File: config.mk
export PLATFORM = sky130hd
export DESIGN_NAME = sdsc_core
export DESIGN_NICKNAME = d
export VERILOG_FILES = /design/src/core/sdsc_pkg.sv /design/src/core/sdsc_core.sv
export SDC_FILE = /design/constraint.sdc
export NUM_CORES = 1
export LEC_CHECK = 0
export BUFFER_PORTS_ARGS = -buffer_cell sky130_fd_sc_hd__buf_4
export CAP_MARGIN = 20
export CORE_MARGIN = 1
export CORE_UTILIZATION = 25
export CTS_CLUSTER_SIZE = 8
export DETAILED_ROUTE_END_ITERATION = 8
export GPL_ROUTABILITY_DRIVEN = 0
export PLACE_DENSITY = 0.38
export SLEW_MARGIN = 20
export SYNTH_ARGS = -nofsm -noshare
export SYNTH_HDL_FRONTEND = slang
export SYNTH_SLANG_ARGS = --single-unit
File: constraint.sdc
create_clock -name mclk -period 5.9 [get_ports mclk]
set_input_delay 1.18 -clock mclk [delete_from_list [all_inputs] [get_ports mclk]]
set_output_delay 1.18 -clock mclk [all_outputs]
set_load 0.05 [all_outputs]
File: src/core/sdsc_pkg.sv
// constants and types shared by the stepper drive state control core
// assumes a 20 MHz mclk and a word-level holding-register access port
package sdsc_pkg;
    localparam int unsigned SDSC_MCLK_HZ       = 20_000_000;
    localparam int unsigned SDSC_HV_SETTLE_MS  = 500;
    localparam int unsigned SDSC_HV_SETTLE_CYC = SDSC_MCLK_HZ / 1000 * SDSC_HV_SETTLE_MS;

    // holding-register entity addresses
    localparam logic [15:0] SDSC_A_CTRL   = 16'h03E8;
    localparam logic [15:0] SDSC_A_STAT   = 16'h03E9;
    localparam logic [15:0] SDSC_A_TGT    = 16'h03EA;
    localparam logic [15:0] SDSC_A_POS    = 16'h03EC;
    localparam logic [15:0] SDSC_A_CLRCFG = 16'h045A;
    localparam logic [15:0] SDSC_A_ORDER  = 16'h0465;

    // function codes and exception codes
    localparam logic [7:0] SDSC_FC_RD_HOLD = 8'h03;
    localparam logic [7:0] SDSC_FC_RD_INP  = 8'h04;
    localparam logic [7:0] SDSC_FC_WR_ONE  = 8'h06;
    localparam logic [7:0] SDSC_FC_WR_MULT = 8'h10;
    localparam logic [7:0] SDSC_EX_FUNC    = 8'h01;
    localparam logic [7:0] SDSC_EX_ADDR    = 8'h02;

    // control word bits
    localparam int SDSC_CW_SWON  = 0;
    localparam int SDSC_CW_ENV   = 1;
    localparam int SDSC_CW_QSN   = 2;
    localparam int SDSC_CW_ENOP  = 3;
    localparam int SDSC_CW_FRST  = 7;
    // status word bits
    localparam int SDSC_SW_RTSO  = 0;
    localparam int SDSC_SW_SWON  = 1;
    localparam int SDSC_SW_OPEN  = 2;
    localparam int SDSC_SW_FAULT = 3;
    localparam int SDSC_SW_VOLT  = 4;
    localparam int SDSC_SW_QSN   = 5;
    localparam int SDSC_SW_SOD   = 6;
    localparam int SDSC_SW_TREA  = 10;

    localparam logic [15:0] SDSC_CTRL_RST  = 16'h0000;
    localparam logic [15:0] SDSC_CLRCFG_RST = 16'h0000;
    localparam logic        SDSC_ORDER_RST = 1'b0; // 0 little-endian, 1 big-endian

    typedef enum logic [2:0] {
        SDSC_SOD   = 3'b000,
        SDSC_RTSO  = 3'b001,
        SDSC_SWON  = 3'b011,
        SDSC_OPEN  = 3'b010,
        SDSC_QSA   = 3'b110,
        SDSC_FAULT = 3'b100
    } sdsc_state_t;

    typedef enum logic [2:0] {
        SDSC_C_NONE, SDSC_C_SHUT, SDSC_C_DISV, SDSC_C_QSTOP,
        SDSC_C_DISOP, SDSC_C_ENOP, SDSC_C_FRST
    } sdsc_cmd_t;

    typedef struct packed {
        logic        valid;
        logic [7:0]  func;
        logic [15:0] addr;
        logic [15:0] wdata;
    } sdsc_req_t;

    typedef struct packed {
        logic        valid;
        logic        exc;
        logic [7:0]  exc_code;
        logic [15:0] rdata;
    } sdsc_rsp_t;
endpackage

File: src/core/sdsc_core.sv
// stepper drive state control core: holding registers, word pairing, power-state machine
// assumes one word request per cycle from the protocol front end, pins are asynchronous
// Summary of operation
// - every transfer moves one 16-bit word
// - little-endian order: high word first
// - big-endian order: low word first
// - word order selectable, little-endian after reset
// - 32-bit register commits on second word
// - all registers sit in holding section
// - read codes 0x03 and 0x04 accepted
// - write codes 0x06 and 0x10 accepted
// - logic power-up enters switch on disabled
// - switch on needs power settled 500 ms
// - enable operation in switched on turns winding current on
// - first enable clears position if configured
// - disable operation returns to switched on
// - shutdown in switched on gives ready
// - shutdown in operation enabled gives ready
// - disable voltage in operation enabled disables
// - switched on: disable voltage/quick stop disables
// - quick stop keeps current, target bit shows stop
// - quick stop left by disable voltage or enable operation
// - internal fault enters fault, current off
// - fault reset leaves fault once cleared
// - control word bit layout
// - status word bit layout
// - enable operation resumes from quick stop
module sdsc_core
    import sdsc_pkg::*;
#(
    parameter int unsigned HV_SETTLE_CYC = SDSC_HV_SETTLE_CYC
) (
    input  wire logic        mclk,
    input  wire logic        rst_n,
    input  wire sdsc_req_t   mb_req,
    output sdsc_rsp_t        mb_rsp,
    input  wire logic        hv_present_pin,
    input  wire logic        fault_pin,
    input  wire logic        motion_stopped,
    input  wire logic        pos_step,
    input  wire logic        pos_dir,
    output logic             winding_on,
    output logic [31:0]      target_pos,
    output logic [15:0]      drive_status
);
    typedef struct packed {
        logic [1:0]  hv_sync;
        logic [1:0]  flt_sync;
        sdsc_state_t st;
        logic [15:0] ctrl;
        logic        order_be;
        logic [15:0] clr_cfg;
        logic        first_done;
        logic [31:0] pos;
        logic [31:0] tgt;
        logic [15:0] pend;
        logic [15:0] rd_hold;
        logic [23:0] hv_cnt;
        sdsc_rsp_t   rsp;
    } sdsc_regs_t;

    sdsc_regs_t s_r;
    sdsc_regs_t s_nxt;

    // true when this word of a pair is the high word
    function automatic logic half_is_msw(input logic second, input logic be);
        return ~(second ^ be);
    endfunction

    function automatic logic [15:0] pick_half(input logic [31:0] v, input logic msw);
        return msw ? v[31:16] : v[15:0];
    endfunction

    function automatic sdsc_cmd_t decode_cmd(input logic [15:0] cw, input logic [15:0] old);
        if (cw[SDSC_CW_FRST])
            return old[SDSC_CW_FRST] ? SDSC_C_NONE : SDSC_C_FRST;
        if (!cw[SDSC_CW_ENV])
            return SDSC_C_DISV;
        if (!cw[SDSC_CW_QSN])
            return SDSC_C_QSTOP;
        if (!cw[SDSC_CW_SWON])
            return SDSC_C_SHUT;
        return cw[SDSC_CW_ENOP] ? SDSC_C_ENOP : SDSC_C_DISOP;
    endfunction

    logic        hv_ok;
    logic        flt_ok;
    logic        hv_ready;
    logic        is_rd;
    logic        is_wr;
    logic        cw_fire;
    logic        pair_first;
    logic        pair_second;
    logic [15:0] base;
    sdsc_cmd_t   cmd;
    logic [15:0] stat;

    // only the second synchroniser stage is read
    assign hv_ok    = s_r.hv_sync[1];
    assign flt_ok   = s_r.flt_sync[1];
    assign hv_ready = 32'(s_r.hv_cnt) >= HV_SETTLE_CYC;
    assign is_rd    = mb_req.valid &&
                      (mb_req.func == SDSC_FC_RD_HOLD || mb_req.func == SDSC_FC_RD_INP);
    assign is_wr    = mb_req.valid &&
                      (mb_req.func == SDSC_FC_WR_ONE || mb_req.func == SDSC_FC_WR_MULT);
    assign cw_fire  = is_wr && mb_req.addr == SDSC_A_CTRL;
    assign cmd      = cw_fire ? decode_cmd(mb_req.wdata, s_r.ctrl) : SDSC_C_NONE;
    assign base     = {mb_req.addr[15:1], 1'b0};
    assign pair_first  = (base == SDSC_A_TGT || base == SDSC_A_POS) && !mb_req.addr[0];
    assign pair_second = (base == SDSC_A_TGT || base == SDSC_A_POS) && mb_req.addr[0];

    always_comb begin
        stat = '0;
        unique case (s_r.st)
            SDSC_SOD:   stat[SDSC_SW_SOD] = 1'b1;
            SDSC_RTSO:  stat[SDSC_SW_RTSO] = 1'b1;
            SDSC_SWON:  stat[SDSC_SW_SWON:SDSC_SW_RTSO] = 2'h3;
            SDSC_OPEN,
            SDSC_QSA:   stat[SDSC_SW_OPEN:SDSC_SW_RTSO] = 3'h7;
            SDSC_FAULT: stat[SDSC_SW_FAULT] = 1'b1;
            default:    stat[SDSC_SW_FAULT] = 1'b1;
        endcase
        stat[SDSC_SW_QSN]  = s_r.st != SDSC_QSA;
        stat[SDSC_SW_VOLT] = hv_ok;
        stat[SDSC_SW_TREA] = motion_stopped;
    end

    always_comb begin
        s_nxt          = s_r;
        s_nxt.rsp      = '0;
        s_nxt.hv_sync  = {s_r.hv_sync[0], hv_present_pin};
        s_nxt.flt_sync = {s_r.flt_sync[0], fault_pin};
        if (!hv_ok)
            s_nxt.hv_cnt = '0;
        else if (!hv_ready)
            s_nxt.hv_cnt = s_r.hv_cnt + 24'h000001;
        if (pos_step)
            s_nxt.pos = pos_dir ? s_r.pos - 32'h00000001 : s_r.pos + 32'h00000001;

        // one word per access, answer one cycle later
        if (mb_req.valid) begin
            s_nxt.rsp.valid = 1'b1;
            if (is_rd) begin
                unique case (1'b1)
                    mb_req.addr == SDSC_A_CTRL:   s_nxt.rsp.rdata = s_r.ctrl;
                    mb_req.addr == SDSC_A_STAT:   s_nxt.rsp.rdata = stat;
                    mb_req.addr == SDSC_A_CLRCFG: s_nxt.rsp.rdata = s_r.clr_cfg;
                    mb_req.addr == SDSC_A_ORDER:  s_nxt.rsp.rdata = {15'h0000, s_r.order_be};
                    pair_first: begin
                        // snapshot the other half so a pair reads coherently
                        s_nxt.rsp.rdata = pick_half(base == SDSC_A_POS ? s_r.pos : s_r.tgt,
                                                    half_is_msw(1'b0, s_r.order_be));
                        s_nxt.rd_hold   = pick_half(base == SDSC_A_POS ? s_r.pos : s_r.tgt,
                                                    half_is_msw(1'b1, s_r.order_be));
                    end
                    pair_second:  s_nxt.rsp.rdata = s_r.rd_hold;
                    default: begin
                        s_nxt.rsp.exc      = 1'b1;
                        s_nxt.rsp.exc_code = SDSC_EX_ADDR;
                    end
                endcase
            end else if (is_wr) begin
                unique case (1'b1)
                    mb_req.addr == SDSC_A_CTRL:   s_nxt.ctrl = mb_req.wdata;
                    mb_req.addr == SDSC_A_CLRCFG: s_nxt.clr_cfg = mb_req.wdata;
                    mb_req.addr == SDSC_A_ORDER:  s_nxt.order_be = mb_req.wdata[0];
                    pair_first && base == SDSC_A_TGT: s_nxt.pend = mb_req.wdata;
                    pair_second && base == SDSC_A_TGT: begin
                        // unfinished pairs commit whatever first word is pending
                        if (half_is_msw(1'b1, s_r.order_be))
                            s_nxt.tgt = {mb_req.wdata, s_r.pend};
                        else
                            s_nxt.tgt = {s_r.pend, mb_req.wdata};
                    end
                    default: begin
                        s_nxt.rsp.exc      = 1'b1;
                        s_nxt.rsp.exc_code = SDSC_EX_ADDR;
                    end
                endcase
            end else begin
                s_nxt.rsp.exc      = 1'b1;
                s_nxt.rsp.exc_code = SDSC_EX_FUNC;
            end
        end

        // commands not listed per state fall through unchanged
        unique case (s_r.st)
            SDSC_SOD:
                if (cmd == SDSC_C_SHUT)
                    s_nxt.st = SDSC_RTSO;
            SDSC_RTSO:
                if ((cmd == SDSC_C_DISOP || cmd == SDSC_C_ENOP) && hv_ready)
                    s_nxt.st = SDSC_SWON;
                else if (cmd == SDSC_C_DISV || cmd == SDSC_C_QSTOP)
                    s_nxt.st = SDSC_SOD;
            SDSC_SWON:
                if (cmd == SDSC_C_ENOP) begin
                    s_nxt.st         = SDSC_OPEN;
                    s_nxt.first_done = 1'b1;
                    if (!s_r.first_done && s_r.clr_cfg == 16'h0001)
                        s_nxt.pos = '0;
                end else if (cmd == SDSC_C_SHUT)
                    s_nxt.st = SDSC_RTSO;
                else if (cmd == SDSC_C_DISV || cmd == SDSC_C_QSTOP)
                    s_nxt.st = SDSC_SOD;
            SDSC_OPEN:
                unique case (cmd)
                    SDSC_C_DISOP: s_nxt.st = SDSC_SWON;
                    SDSC_C_SHUT:  s_nxt.st = SDSC_RTSO;
                    SDSC_C_DISV:  s_nxt.st = SDSC_SOD;
                    SDSC_C_QSTOP: s_nxt.st = SDSC_QSA;
                    default:      s_nxt.st = SDSC_OPEN;
                endcase
            SDSC_QSA:
                if (cmd == SDSC_C_DISV)
                    s_nxt.st = SDSC_SOD;
                else if (cmd == SDSC_C_ENOP)
                    s_nxt.st = SDSC_OPEN;
            SDSC_FAULT:
                if (cmd == SDSC_C_FRST && !flt_ok)
                    s_nxt.st = SDSC_SOD;
            default:
                s_nxt.st = SDSC_FAULT;
        endcase
        if (flt_ok)
            s_nxt.st = SDSC_FAULT;
    end

    always_ff @(posedge mclk) begin
        if (!rst_n) begin
            s_r          <= '0;
            s_r.st       <= SDSC_SOD;
            s_r.ctrl     <= SDSC_CTRL_RST;
            s_r.clr_cfg  <= SDSC_CLRCFG_RST;
            s_r.order_be <= SDSC_ORDER_RST;
        end else begin
            s_r <= s_nxt;
        end
    end

    assign mb_rsp       = s_r.rsp;
    assign winding_on   = s_r.st == SDSC_OPEN || s_r.st == SDSC_QSA;
    assign target_pos   = s_r.tgt;
    assign drive_status = stat;
endmodule

==> reports/metrics.yaml <==
outcome:
  status: "finished, final reports clean"
detailed_routing:
  viasPerCell: 4.78
  drt_first_pass_iters: 6
  ant_nets: 0
  drt_iter0_markers: 422
  wl_um: 32300
  drc_errors: 0
  num_vias: 8228
  post_drt_wl_per_cell_um: 18.7
logic_synthesis:
  synth_most_common_cell: "dfxtp_1"
  ys_ff_latch: 181
  yosysWarnings: 0
  synth_top_cells_by_area: "dfxtp_1 (34%), mux2i_1 (10%), mux4_2 (5.9%)"
  synth_seq_area_share_pct: 34.2
  netlist_instances: 1146
  synthDistinctLibCells: 72
  async_reset_ff_share_pct: 0
  synth_common_cells: "dfxtp_1 (181), mux2i_1 (110), nand2_1 (107), nor2_1 (96), buf_4 (72)"
  synth_ff_type: "dfxtp_1"
  yosys.area.top_type_share_pct: 34.2
  yosys.area.top_type: "dfxtp_1"
  syn_area_um2: 10600
  syn_avg_cell_area_um2: 9.26
  synth_edf_count: 0
worst_setup_path:
  critical-path-slowest-cell: "or4_4"
  cp_data_arrival_time_ps: 4450
  crit_required_ps: 6210
  r2r-end: "s_r[145]"
  cpPeakStageDelay_ps: 580
  rrSetupSlack_ps: 2820
  critPathBufInv: 3
  path_max_fanout: 35
  setup.worst_path.start_class: "primary input"
  timing.critical_path.mode_cell: "buf_4"
  r2r-start: "s_r[128]"
  reg2reg_depth: 10
  path_class: "in -> reg"
  critPathTopFamily: "simple AND/OR/NAND/NOR gates"
  crit_chain: "buf_4 -> or4_4 -> or4_4 -> nand4bb_1 -> buf_4 -> nor4_2 -> nand2b_1 -> o31ai_4 -> buf_4 -> nor2_1 -> mux2i_1 -> o21ai_0"
  cp-end-kind: "register"
timing:
  tightest_slew_ps: 1120
  finalHoldViolations: 0
  grt_setup_unrepaired: "false"
  slew_viol_final: 0
  fin_crit_sh_pct: 70.2
  timing.final.crit_period_ps: 4140
  finClkSkew_ps: 15.2
  relSlewSlack_pct: 25.3
  finalSetupTns_ps: 0
  finalSetupViolCount: 0
  holdWs_ps: 435
  clock.fmax_ghz: 0.242
global_route:
  use_met2_pct: 24.3
  gr-total-overflow: 0
  grt_pass1_vias: 7911
  met1_usage_pct: 20.9
  grt_pass1_wl_um: 50000
  grt_max_degree: 66
  top_usage_layer: "met2"
  antenna_found_initial: 0
  grt_usage_pct: 15.1
  globalRouteMet3Util_pct: 2.35
clock_tree:
  cts_tree: "built"
  hold_buffers: 0
  clkSlewWorstSetupHoldPaths_ps: 70
  clkSinkCount: 181
  numCtsBuffers: 17
  cts_max_path_buffers: 2
  insertion_delay_ps: 460
  cts-root-buf: "clkbuf_16"
  h-tree-depth: 4
  cts_setup_buffers: 0
  cts_resized: 0
placement:
  dp_hpwl_um: 23700
  portBuffers: 108
die:
  die_w_um: 208
  start_util_pct: 25.3
  die_area_um2: 43300
  die_y_um: 208
  ios: 123
  num_rows: 75
  coreArea_um2: 41900
final_layout:
  drive_gt1_share_pct: 17.0
  antenna_cells: 0
  area_delta_synth_final_pct: 13.8
  layout.nets: 1252
worst_hold_path:
  whs_path_depth: 1
  min_path_type: "reg -> reg"
  min_from: "s_nxt[184]"
  hold_path_end: "flt_ok"
pwr:
  power_density_nw_per_um2: 249
  ir_worst_vdd_v: 0.000138
  finalPower_uw: 3010
  p_leak_uw: 0.00504
flow_run:
  cap_violations: 0
stage by stage:
stage,util (%),cell area (um^2),std cells,setup slack (ps)
global placement,27.4,11500,1691,1330
detailed placement,27.4,11500,1691,1300
floorplan,-,10700,1159,2010
finish,28.8,12100,1723,1760
CTS,28.8,12100,1723,1770
global route,28.8,12100,1723,1560
flip-flops by register name, summed over array words and instances (netlist names):
register and cells:
drive_status 1, flt_ok 1, s_nxt 2, mb_rsp 20
target_pos 32, s_r 125
worst reg2reg max path: stages, from the launching register on:
cell and delay, ps:
dfxtp_1 480, ha_1 350, a211oi_1 220, nor2_1 90
o41ai_1 520, a21o_1 220, nand4_1 120, a41o_1 300
a2111o_1 440, nand4_1 90, nor3b_1 160
layer usage:
metal,part of all wire (%),vias up,wire [um]
met5,0,-,0
met4,1.1,0,370
met3,2.9,18,933
met2,46,135,14900
met1,50,4009,16100
li1,-,4066,-
kinds of logic (layout without fill, tap and decap cells):
family / Yosys count / after routing / share of synthesized area, %
compound gates: 204 / 204 / 14.2
xor+xnor: 48 / 48 / 3.96
fa+ha+maj: 33 / 33 / 3.96
buf+inv: 147 / 172 / 7.96
flops: 181 / 181 / 34.2
mux: 143 / 143 / 17.4
other cells: 1 / 14 / 0.0353
simple gates: 389 / 389 / 18.3
cell type report:
cell class | count | area [um^2]
sequential | 181 | 3630
multi-input combinational | 831 | 6210
tap | 539 | 674
inverter | 18 | 67.6
clock buffer | 20 | 457
fill | 4446 | 29900
clock inverter | 12 | 118
timing repair buffer | 122 | 916
power breakdown:
group          internal (uW)  switching (uW)  leakage (uW)
Sequential              1260            59.5       0.00147
Combinational            228             299       0.00329
Clock                    613             544      0.000283
worst max path at each step:
stage	from	to	slack, ps	cells past startpoint
detailed placement	mb_req[28]	s_r[144]	1300	12
floorplan	mb_req[28]	mb_rsp[5]	2010	9
global route	mb_req[28]	s_r[144]	1560	12
global placement	mb_req[28]	s_r[144]	1330	12
CTS	mb_req[28]	s_r[144]	1770	12
finish	mb_req[28]	s_r[144]	1760	12
placed cells by master, fill, tap and decap left out, drive strengths merged, types with 6 or more instances in the layout:
master	n
dfxtp	181
buf	122
mux2i	110
nand2	107
nor2	97
nor2b	49
o211a	33
xnor2	32
ha	32
mux4	32
a21oi	31
o21ai	30
nor3	27
a21boi	26
and2	23
inv	23
nand3	21
clkbuf	20
a21o	17
xor2	16
nand2b	15
conb	14
a22oi	9
a222oi	8
nand4	8
o21a	7
a211oi	7
a31oi	6
and3	6
nor4	6
Note: power is estimated with default switching activity, not from simulation.
